===== config.mk =====
export PLATFORM = sky130hd
export DESIGN_NAME = tia_tx_input_align
export DESIGN_NICKNAME = d
export VERILOG_FILES = /design/src/rtl/tia_pkg.sv /design/src/rtl/tia_tx_input_align.sv /design/src/rtl/tia_phase_buf.sv
export SDC_FILE = /design/constraint.sdc
export NUM_CORES = 1
export LEC_CHECK = 0
export BUFFER_PORTS_ARGS = -buffer_cell sky130_fd_sc_hd__buf_2
export CORE_ASPECT_RATIO = 0.5
export CORE_MARGIN = 2
export CORE_UTILIZATION = 53
export CTS_CLUSTER_DIAMETER = 40
export DETAILED_ROUTE_END_ITERATION = 6
export PLACE_DENSITY = 0.79
export SETUP_SLACK_MARGIN = 0.2
export SLEW_MARGIN = 40
export SYNTH_ARGS = -nofsm -noshare
export SYNTH_HDL_FRONTEND = slang
export SYNTH_HIERARCHICAL = 1
export SYNTH_SLANG_ARGS = --single-unit

===== constraint.sdc =====
create_clock -name mclk -period 2.99 [get_ports mclk]
set_clock_uncertainty 0.1 [all_clocks]
set_input_delay 0.299 -clock mclk [delete_from_list [all_inputs] [get_ports mclk]]
set_output_delay 0.299 -clock mclk [all_outputs]
set_load 0.02 [all_outputs]

===== src/rtl/tia_pkg.sv =====
// =====================================================================
// tia_pkg: shared constants for the transmit input phase-align block
// assumes a single 10 MHz clock domain and an APB register bus
package tia_pkg;

  // character path
  localparam int          CHAR_W     = 10;
  localparam logic [9:0]  ERR_CHAR   = 10'h278;  // 1001111000
  localparam int          BUF_DEPTH  = 4;
  localparam logic [4:0]  MULT_FULL  = 5'h0a;    // bit clock = ref x10
  localparam logic [4:0]  MULT_HALF  = 5'h14;    // bit clock = ref x20

  // configuration latch pins
  localparam int          CFG_DATA_W = 7;
  localparam int          CFG_ADDR_W = 4;
  localparam logic [3:0]  CFG_ADDR_TXCTL = 4'h0;

  // control field positions and values after reset
  localparam int          CTL_CKSEL  = 0;
  localparam int          CTL_RATE   = 1;
  localparam int          CTL_REINIT = 2;
  localparam logic        CKSEL_RST  = 1'b0;
  localparam logic        RATE_RST   = 1'b0;
  localparam logic        REINIT_RST = 1'b1;

  // apb map
  localparam int          APB_AW       = 8;
  localparam logic [7:0]  REG_CTRL     = 8'h00;
  localparam logic [7:0]  REG_STATUS   = 8'h04;
  localparam logic [7:0]  REG_INT_STAT = 8'h08;
  localparam logic [7:0]  REG_INT_CLR  = 8'h0c;
  localparam logic [7:0]  REG_INT_EN   = 8'h10;
  localparam int          STAT_LVL_LSB = 4;

  // interrupt bits
  localparam int          INT_W    = 2;
  localparam int          INT_ERR  = 0;
  localparam int          INT_INIT = 1;

  // channel state, one-hot
  typedef enum logic [2:0] {
    TIA_BYPASS = 3'b001,
    TIA_ALIGN  = 3'b010,
    TIA_FAULT  = 3'b100
  } tia_state_t;

endpackage


===== src/rtl/tia_tx_input_align.sv =====
// =====================================================================
// tia_tx_input_align: transmit input register, phase-align buffer,
// error character insertion and register access for one channel
// assumes the character, clock and latch pins are asynchronous to mclk and are synchronised here;
// host and reference clocks are far slower than mclk
// the reference clock alone paces characters; the host clock only captures
// a clock select change needs a reinit before the buffer is trusted
`timescale 1ns/1ps
module tia_tx_input_align
  import tia_pkg::*;
#(
  parameter int DEPTH = tia_pkg::BUF_DEPTH
) (
  input  wire logic                    mclk,                // system clock
  input  wire logic                    rst_n,               // sync reset
  // host character pins
  input  wire logic [tia_pkg::CHAR_W-1:0] tx_parallel_char, // character
  input  wire logic                    host_tx_clock,       // host clock
  input  wire logic                    reference_clock_in,  // ref clock
  // configuration latch pins
  input  wire logic                    config_write_strobe, // latch load
  input  wire logic [tia_pkg::CFG_ADDR_W-1:0] config_addr,  // latch addr
  input  wire logic [tia_pkg::CFG_DATA_W-1:0] config_data,  // latch data
  // apb slave
  input  wire logic                    psel,                // select
  input  wire logic                    penable,             // access
  input  wire logic                    pwrite,              // direction
  input  wire logic [tia_pkg::APB_AW-1:0] paddr,            // address
  input  wire logic [31:0]             pwdata,              // write data
  output logic      [31:0]             prdata,              // read data
  output logic                         pready,              // answer
  output logic                         pslverr,             // unmapped
  // line side
  output logic      [tia_pkg::CHAR_W-1:0] tx_line_char,     // sent char
  output logic                         tx_char_valid,       // char strobe
  output logic                         char_rate_clock_out, // char clock
  output logic      [4:0]              tx_bit_multiplier,   // 10 or 20
  output logic                         tx_phase_error,      // error pin
  output logic                         irq                  // interrupt
);
  import tia_pkg::*;

  // pointer width and width of the synchronised pin bus
  localparam int AW = $clog2(DEPTH);
  localparam int SW = CHAR_W + 2 + 1 + CFG_ADDR_W + CFG_DATA_W;

  // ===================================================================
  // pin synchronisers
  // ===================================================================
  // synchroniser stages and edge history
  logic [SW-1:0] pin_meta;
  logic [SW-1:0] pin_sync;
  logic          host_clk_d;
  logic          ref_clk_d;
  logic          strobe_d;

  // two flops on every character, clock and latch pin, second stage feeds all logic
  always_ff @(posedge mclk) begin
    if (!rst_n) begin
      pin_meta <= '0;
      pin_sync <= '0;
    end else begin
      pin_meta <= {tx_parallel_char, host_tx_clock, reference_clock_in,
                   config_write_strobe, config_addr, config_data};
      pin_sync <= pin_meta;
    end
  end

  // unpacked pins; the character word must stay still around its capture edge
  wire [CHAR_W-1:0]     s_char   = pin_sync[SW-1 -: CHAR_W];
  wire                  s_hclk   = pin_sync[SW-1-CHAR_W];
  wire                  s_rclk   = pin_sync[SW-2-CHAR_W];
  wire                  s_strobe = pin_sync[CFG_ADDR_W+CFG_DATA_W];
  wire [CFG_ADDR_W-1:0] s_addr   = pin_sync[CFG_DATA_W +: CFG_ADDR_W];
  wire [CFG_DATA_W-1:0] s_data   = pin_sync[CFG_DATA_W-1:0];

  // edge history of synchronised levels
  always_ff @(posedge mclk) begin
    if (!rst_n) begin
      host_clk_d <= 1'b0;
      ref_clk_d  <= 1'b0;
      strobe_d   <= 1'b0;
    end else begin
      host_clk_d <= s_hclk;
      ref_clk_d  <= s_rclk;
      strobe_d   <= s_strobe;
    end
  end

  // ===================================================================
  // configuration latches
  // ===================================================================
  // latched control bits
  logic cksel;
  logic rate;
  logic reinit_latch;

  // latch load on rising strobe at our address
  wire pin_wr   = s_strobe && !strobe_d && (s_addr == CFG_ADDR_TXCTL);
  // apb write taken at the edge where pready is seen high
  wire apb_acc  = psel && penable && pready;
  wire apb_wr   = apb_acc && pwrite;
  wire wr_ctrl  = apb_wr && (paddr == REG_CTRL);
  wire wr_iclr  = apb_wr && (paddr == REG_INT_CLR);
  wire wr_ien   = apb_wr && (paddr == REG_INT_EN);

  // apb wins when both paths write in one cycle
  wire [CFG_DATA_W-1:0] cfg_wdata = wr_ctrl ? pwdata[CFG_DATA_W-1:0]
                                            : s_data;
  wire cfg_wr   = wr_ctrl || pin_wr;
  // each write of 0 to the reinit bit recentres the buffer
  wire reinit   = cfg_wr && !cfg_wdata[CTL_REINIT];

  // latches load from whichever path wrote
  always_ff @(posedge mclk) begin
    if (!rst_n) begin
      cksel        <= CKSEL_RST;
      rate         <= RATE_RST;
      reinit_latch <= REINIT_RST;
    end else if (cfg_wr) begin
      cksel        <= cfg_wdata[CTL_CKSEL];
      rate         <= cfg_wdata[CTL_RATE];
      reinit_latch <= cfg_wdata[CTL_REINIT];
    end
  end

  // ===================================================================
  // character clock and capture strobes
  // ===================================================================
  // edges of the synchronised clock pins
  wire ref_rise  = s_rclk && !ref_clk_d;
  wire ref_fall  = !s_rclk && ref_clk_d;
  wire host_rise = s_hclk && !host_clk_d;

  // half-rate reference gives two characters per reference period
  wire char_tick = rate ? (ref_rise || ref_fall) : ref_rise;
  // input register clock source
  wire cap_tick  = cksel ? char_tick : host_rise;

  logic [CHAR_W-1:0] in_reg;

  // input register
  always_ff @(posedge mclk) begin
    if (!rst_n) begin
      in_reg <= '0;
    end else if (cap_tick) begin
      in_reg <= s_char;
    end
  end

  logic cap_pulse;

  // write strobe one cycle after capture so in_reg is settled
  always_ff @(posedge mclk) begin
    if (!rst_n) begin
      cap_pulse <= 1'b0;
    end else begin
      cap_pulse <= cap_tick && !cksel;
    end
  end

  // ===================================================================
  // phase-align buffer
  // ===================================================================
  // clock select picks the buffered or the bypass path
  wire              use_buf = !cksel;
  wire [CHAR_W-1:0] buf_data;
  wire              buf_err;
  wire [AW:0]       buf_level;
  // buffer is read on every character tick while it is in the path
  wire              buf_rd = char_tick && use_buf;

  tia_phase_buf #(
    .W     (CHAR_W),
    .DEPTH (DEPTH)
  ) u_buf (
    .mclk    (mclk),
    .rst_n   (rst_n),
    .reinit  (reinit),
    .wr_en   (cap_pulse),
    .wr_data (in_reg),
    .rd_en   (buf_rd),
    .rd_data (buf_data),
    .err     (buf_err),
    .level   (buf_level)
  );

  // ===================================================================
  // channel state
  // ===================================================================
  // channel state and its next value
  tia_state_t state;
  tia_state_t next_state;

  // next state: a fault is left only through a reinit
  always_comb begin
    next_state = state;
    case (state)
      TIA_BYPASS: begin
        // buffer joins the path on clock select 0
        if (use_buf) next_state = TIA_ALIGN;
      end
      TIA_ALIGN: begin
        // an over or underrun holds until a reinit
        if (!use_buf) next_state = TIA_BYPASS;
        else if (buf_err && !reinit) next_state = TIA_FAULT;
      end
      TIA_FAULT: begin
        // only a reinit leaves the fault
        if (reinit) next_state = use_buf ? TIA_ALIGN : TIA_BYPASS;
      end
      default: next_state = TIA_BYPASS;
    endcase
  end

  // state register
  always_ff @(posedge mclk) begin
    if (!rst_n) begin
      state <= TIA_BYPASS;
    end else begin
      state <= next_state;
    end
  end

  // fault view for the line side and status
  wire in_fault = (state == TIA_FAULT);

  // ===================================================================
  // line side outputs
  // ===================================================================
  // buffered path, bypass path, or error character
  wire [CHAR_W-1:0] path_char = use_buf ? buf_data : in_reg;
  wire [CHAR_W-1:0] next_line = in_fault ? ERR_CHAR : path_char;

  // line character and error move only on character ticks
  always_ff @(posedge mclk) begin
    if (!rst_n) begin
      tx_line_char   <= '0;
      tx_char_valid  <= 1'b0;
      tx_phase_error <= 1'b0;
    end else begin
      tx_char_valid <= char_tick;
      if (char_tick) begin
        tx_line_char   <= next_line;
        tx_phase_error <= in_fault;
      end
    end
  end

  // bit clock multiplier follows the rate latch
  wire [4:0]        next_mult = rate ? MULT_HALF : MULT_FULL;

  // character clock out: high for one mclk per character
  always_ff @(posedge mclk) begin
    if (!rst_n) begin
      char_rate_clock_out <= 1'b0;
      tx_bit_multiplier   <= MULT_FULL;
    end else begin
      char_rate_clock_out <= char_tick;
      tx_bit_multiplier   <= next_mult;
    end
  end

  // ===================================================================
  // interrupts
  // ===================================================================
  // sticky status bits and their enables
  logic [INT_W-1:0] int_stat;
  logic [INT_W-1:0] int_en;

  // events: fault entered, buffer reinitialised
  wire             enter_fault = (next_state == TIA_FAULT) && !in_fault;
  wire [INT_W-1:0] int_set;
  assign int_set[INT_ERR]  = enter_fault;
  assign int_set[INT_INIT] = reinit;
  wire [INT_W-1:0] int_clr = wr_iclr ? pwdata[INT_W-1:0] : '0;

  // set wins over a clear in the same cycle
  always_ff @(posedge mclk) begin
    if (!rst_n) begin
      int_stat <= '0;
      int_en   <= '0;
      irq      <= 1'b0;
    end else begin
      int_stat <= (int_stat & ~int_clr) | int_set;
      if (wr_ien) int_en <= pwdata[INT_W-1:0];
      irq      <= |(int_stat & int_en);
    end
  end

  // ===================================================================
  // apb slave
  // ===================================================================
  // address decode
  wire hit_ctrl = (paddr == REG_CTRL);
  wire hit_stat = (paddr == REG_STATUS);
  wire hit_ist  = (paddr == REG_INT_STAT);
  wire hit_iclr = (paddr == REG_INT_CLR);
  wire hit_ien  = (paddr == REG_INT_EN);
  wire mapped   = hit_ctrl || hit_stat || hit_ist || hit_iclr || hit_ien;

  // read views of each register
  wire [31:0] rd_ctrl = {29'h0, reinit_latch, rate, cksel};
  wire [31:0] rd_stat = {{(32-STAT_LVL_LSB-AW-1){1'b0}}, buf_level,
                         {(STAT_LVL_LSB-2){1'b0}}, in_fault, tx_phase_error};
  wire [31:0] rd_ist  = {{(32-INT_W){1'b0}}, int_stat};
  wire [31:0] rd_ien  = {{(32-INT_W){1'b0}}, int_en};

  // clear register reads as zero
  wire [31:0] rd_mux  = hit_ctrl ? rd_ctrl :
                        hit_stat ? rd_stat :
                        hit_ist  ? rd_ist  :
                        hit_ien  ? rd_ien  : 32'h0;

  // first access cycle of a transfer, answered at the next edge
  wire apb_first = psel && penable && !pready;

  // one wait state: pready rises in the second access cycle
  always_ff @(posedge mclk) begin
    if (!rst_n) begin
      pready  <= 1'b0;
      pslverr <= 1'b0;
      prdata  <= 32'h0;
    end else begin
      pready  <= apb_first;
      pslverr <= apb_first && !mapped;
      prdata  <= (apb_first && !pwrite) ? rd_mux : 32'h0;
    end
  end

endmodule


===== src/rtl/tia_phase_buf.sv =====
// =====================================================================
// tia_phase_buf: small phase-align buffer between capture and character
// assumes write and read strobes are single mclk pulses
`timescale 1ns/1ps
module tia_phase_buf #(
  parameter int W     = 10,
  parameter int DEPTH = 4,
  parameter int AW    = $clog2(DEPTH)
) (
  input  wire logic          mclk,     // system clock
  input  wire logic          rst_n,    // sync reset, low
  input  wire logic          reinit,   // centre pointers, clear error
  input  wire logic          wr_en,    // capture strobe
  input  wire logic [W-1:0]  wr_data,  // captured character
  input  wire logic          rd_en,    // character clock tick
  output logic      [W-1:0]  rd_data,  // oldest character
  output logic               err,      // sticky overrun/underrun
  output logic      [AW:0]   level     // characters held
);
  localparam logic [AW:0] HALF = (AW+1)'(DEPTH/2);
  localparam logic [AW:0] FULL = (AW+1)'(DEPTH);

  logic [W-1:0]  mem [DEPTH];
  logic [AW-1:0] wr_ptr;
  logic [AW-1:0] rd_ptr;

  // capacity checks, the buffer absorbs half its depth in characters either way
  wire do_wr     = wr_en && !err;
  wire do_rd     = rd_en && !err;
  wire overrun   = do_wr && !do_rd && (level == FULL);
  wire underrun  = do_rd && !do_wr && (level == '0);

  assign rd_data = mem[rd_ptr];

  // storage
  always_ff @(posedge mclk) begin
    if (do_wr) begin
      mem[wr_ptr] <= wr_data;
    end
  end

  // pointers, fill level and sticky error
  always_ff @(posedge mclk) begin
    if (!rst_n || reinit) begin
      wr_ptr <= AW'(DEPTH/2);
      rd_ptr <= '0;
      level  <= HALF;
      err    <= 1'b0;
    end else if (overrun || underrun) begin
      err    <= 1'b1;
    end else begin
      if (do_wr) wr_ptr <= wr_ptr + 1'b1;
      if (do_rd) rd_ptr <= rd_ptr + 1'b1;
      if (do_wr && !do_rd) level <= level + 1'b1;
      else if (do_rd && !do_wr) level <= level - 1'b1;
    end
  end
endmodule


==> results.sh <==
export IMPL_grt_pass1_wl_um=15050
export IMPL_place_hpwl_um=6052
export IMPL_required_ns=3.22
export IMPL_final_cell_mix="dfxtp_1 (97), buf_2 (61), and2_1 (53), edfxtp_1 (40), conb_1 (27)"
export IMPL_clock_sinks=137
export IMPL_cts_resized=0
export IMPL_synth_warnings=6
export IMPL_period_share=0.8116
export IMPL_reg_top3="u_buf/mem x40, pin_meta x20, pin_sync x20"
export IMPL_area_delta_synth_final_pct=20.12
export IMPL_synthArstFlopShare=0
export IMPL_wire_per_inst_um=14.03
export IMPL_drt_pass1_iterations=5
export IMPL_grtUsageMet2=0.2998
export IMPL_postSynthAreaPerCell_um2=12.44
export IMPL_startpoint_type="flip-flop"
export IMPL_diodes=0
export IMPL_cts_buffer_depth=2
export IMPL_synth_edf_count=40
export IMPL_crit_path_max_fanout=4
export IMPL_grtUsageMet3=0.05939
export IMPL_hold_class="input port to flip-flop"
export IMPL_ff2ff_path_depth=11
export IMPL_yosysSeqAreaShare=0.5877
export IMPL_overflow=0
export IMPL_timing_hold_ws_ns=0.01015
export IMPL_synth_cell_types=54
export IMPL_htree_num_levels=4
export IMPL_cts_buffers=17
export IMPL_r2r_setup_slack_ns=0.56
export IMPL_regMostFlops="u_buf/mem"
export IMPL_grt_pass1_vias=3101
export IMPL_drcViolationCount=0
export IMPL_die_h_um=75.03
export IMPL_tns_ns=0
export IMPL_drtIter0Drc=135
export IMPL_port_buffer_count=61
export IMPL_global_route_peak_usage_layer="met2"
export IMPL_synthFlopType="dfxtp_1"
export IMPL_initial_core_util=0.5551
export IMPL_root_buffer="clkbuf_16"
export IMPL_irDropWorstVdd_mv=0.4115
export IMPL_wirelength_um=9301
export IMPL_clkTransAtPathRegs_ns=0.05
export IMPL_min_path_cells=2
export IMPL_min_period_ns=2.427
export IMPL_netlist_area_um2=5348
export IMPL_timing_rr_start="ref_clk_d"
export IMPL_timing_max_cap_violations=0
export IMPL_finalHoldViolCount=0
export IMPL_slew_violations=0
export IMPL_grt_start_max_net_pins=46
export IMPL_fillers=706
export IMPL_io_pins=122
export IMPL_gp_congestion=0.7914
export IMPL_r2r_end="u_buf/level[2]"
export IMPL_ys_ff_latch=137
export IMPL_clock_fmax_mhz=412.1
export IMPL_grt_antenna_before_repair=0
export IMPL_postRouteAntennaNets=0
export IMPL_grt_usage=0.1828
export IMPL_clock_latency_ns=0.41
export IMPL_viasPerCell=4.890
export IMPL_relSlewSlack=0.5335
export IMPL_synthCells=430
export IMPL_largest_reg_flops=40
export IMPL_leakage_nw=2.638
export IMPL_core_um2=9634
export IMPL_final_common_cell="dfxtp_1"
export IMPL_rsz0062_at_grt="no"
export IMPL_chipWidth_um=146.1
export IMPL_cp_arrival_ns=2.66
export IMPL_drive_gt1_frac=0.2348
export IMPL_worstSetupEndpointType="flip-flop"
export IMPL_rows=25
export IMPL_tightest_slew_ns=0.6998
export IMPL_holdPathEnd="pin_meta[11]"
export IMPL_postCtsSetupRepairBufs=0
export IMPL_outcome="finished, final reports clean"
export IMPL_setup_viol=0
export IMPL_worstSetupPathType="flip-flop to flip-flop"
export IMPL_min_delay_start="config_write_strobe"
export IMPL_met1_usage=0.2325
export IMPL_dr_total_vias=3242
export IMPL_fin_nets=592
export IMPL_powerDensity_nw_per_um2=650.7
export IMPL_die_area_um2=10960
export IMPL_cts_tree="built"
-- area by class of cell --
class | count | area (um2) | share of cell area
clock buffers | 24 | 493.0 | 0.07674
clock inverters | 8 | 68.82 | 0.01071
inverters | 11 | 41.29 | 0.006428
multi-input cells | 262 | 1971 | 0.3068
flip-flops and latches | 137 | 3143 | 0.4893
well taps | 135 | 168.9 | 0.02630
repair buffers | 86 | 538.0 | 0.08376
-- worst max-delay path by stage --
stage              start        endpoint  slack (ns)  depth (start not counted)
5_1_grt        ref_clk_d  u_buf/level[2]        0.42                         11
2_1_floorplan  ref_clk_d  u_buf/level[2]        0.48                         12
4_1_cts        ref_clk_d  u_buf/level[2]        0.55                         11
3_5_place_dp   ref_clk_d  u_buf/level[2]        0.59                         11
3_3_place_gp   ref_clk_d  u_buf/level[2]        0.62                         11
6_report       ref_clk_d  u_buf/level[2]        0.56                         11
-- report_power, final --
part	internal (mW)	total (mW)	leakage [nW]	switching, mW
sequential	1.96	1.98	1.16	0.0262
clock	1.23	1.94	0.275	0.713
combinational	0.114	0.256	1.20	0.142
total	3.30	4.18	2.64	0.881
-- metrics by stage --
step                      total power, mW  utilization  setup slack [ns]  instance area [um2]  std cells
after detailed placement            2.258       0.5897            0.5851                 5682        613
after floorplan                     2.213            -            0.4781                 5445        456
final                               4.180       0.6668            0.5634                 6424        663
after CTS                           4.217       0.6668            0.5533                 6424        663
after global placement              2.253       0.5897            0.6220                 5682        613
after global routing                4.333       0.6668            0.4209                 6424        663
-- kinds of logic (layout without fill, tap and decap cells) --
family,Yosys count,after routing,synth area share
AND/OR/NAND/NOR,139,139,0.1603
AO/OA/AOI/OAI,47,47,0.06481
adder cells (fa/ha/maj),8,8,0.02012
other,1,27,0.0007012
multiplexers,40,40,0.1027
buffers and inverters,57,129,0.06200
flip-flops,137,137,0.5877
XOR/XNOR,1,1,0.001638
-- cell usage after synthesis (all sizes together) (2+ instances only) --
master  instances  area (um2)
nor2           11       43.80
nor3b           2       20.02
nand2          18       67.56
and2           53       331.6
nand2b          8       50.05
mux2i          24       252.7
a21boi          5       41.29
and3            5       31.28
nand3           3       20.02
dfxtp          97        1942
a21oi          13       72.57
a211oi          4       40.03
clkbuf         11       41.29
a22oi           6       45.04
nand3b          3       22.52
and4            2       17.52
mux4           10       225.2
ha              7       87.58
nor4            3       48.80
nor3            6       30.03
o211a           2       20.02
mux2            6       71.31
inv            11       41.29
o21a            2       15.01
and3b           2       17.52
nor2b          19       118.9
edfxtp         40        1201
buf            35       249.0
o21ai           8       40.03
a221oi          2       17.52
-- layer usage --
layer / vias up / wire (um)
met5: - / 0
met4: 0 / 72
met3: 7 / 502
met2: 91 / 4290
met1: 1531 / 4436
li1: 1613 / -
-- timing repair --
action	in CTS	in global routing
endpoints found under the hold margin	18	0
setup endpoints to repair	0	0
hold buffers	18	0
-- critical path, stage by stage, from the launching register on --
cell	delay, ns
dfxtp_1	0.31
inv_1	0.04
ha_1	0.29
a21o_1	0.13
nor2_1	0.04
nand2b_1	0.16
ha_1	0.25
inv_1	0.07
fa_1	0.37
xor2_1	0.17
a211oi_2	0.22
mux2i_1	0.20
No activity file was read; power rests on OpenSTA's default activity.
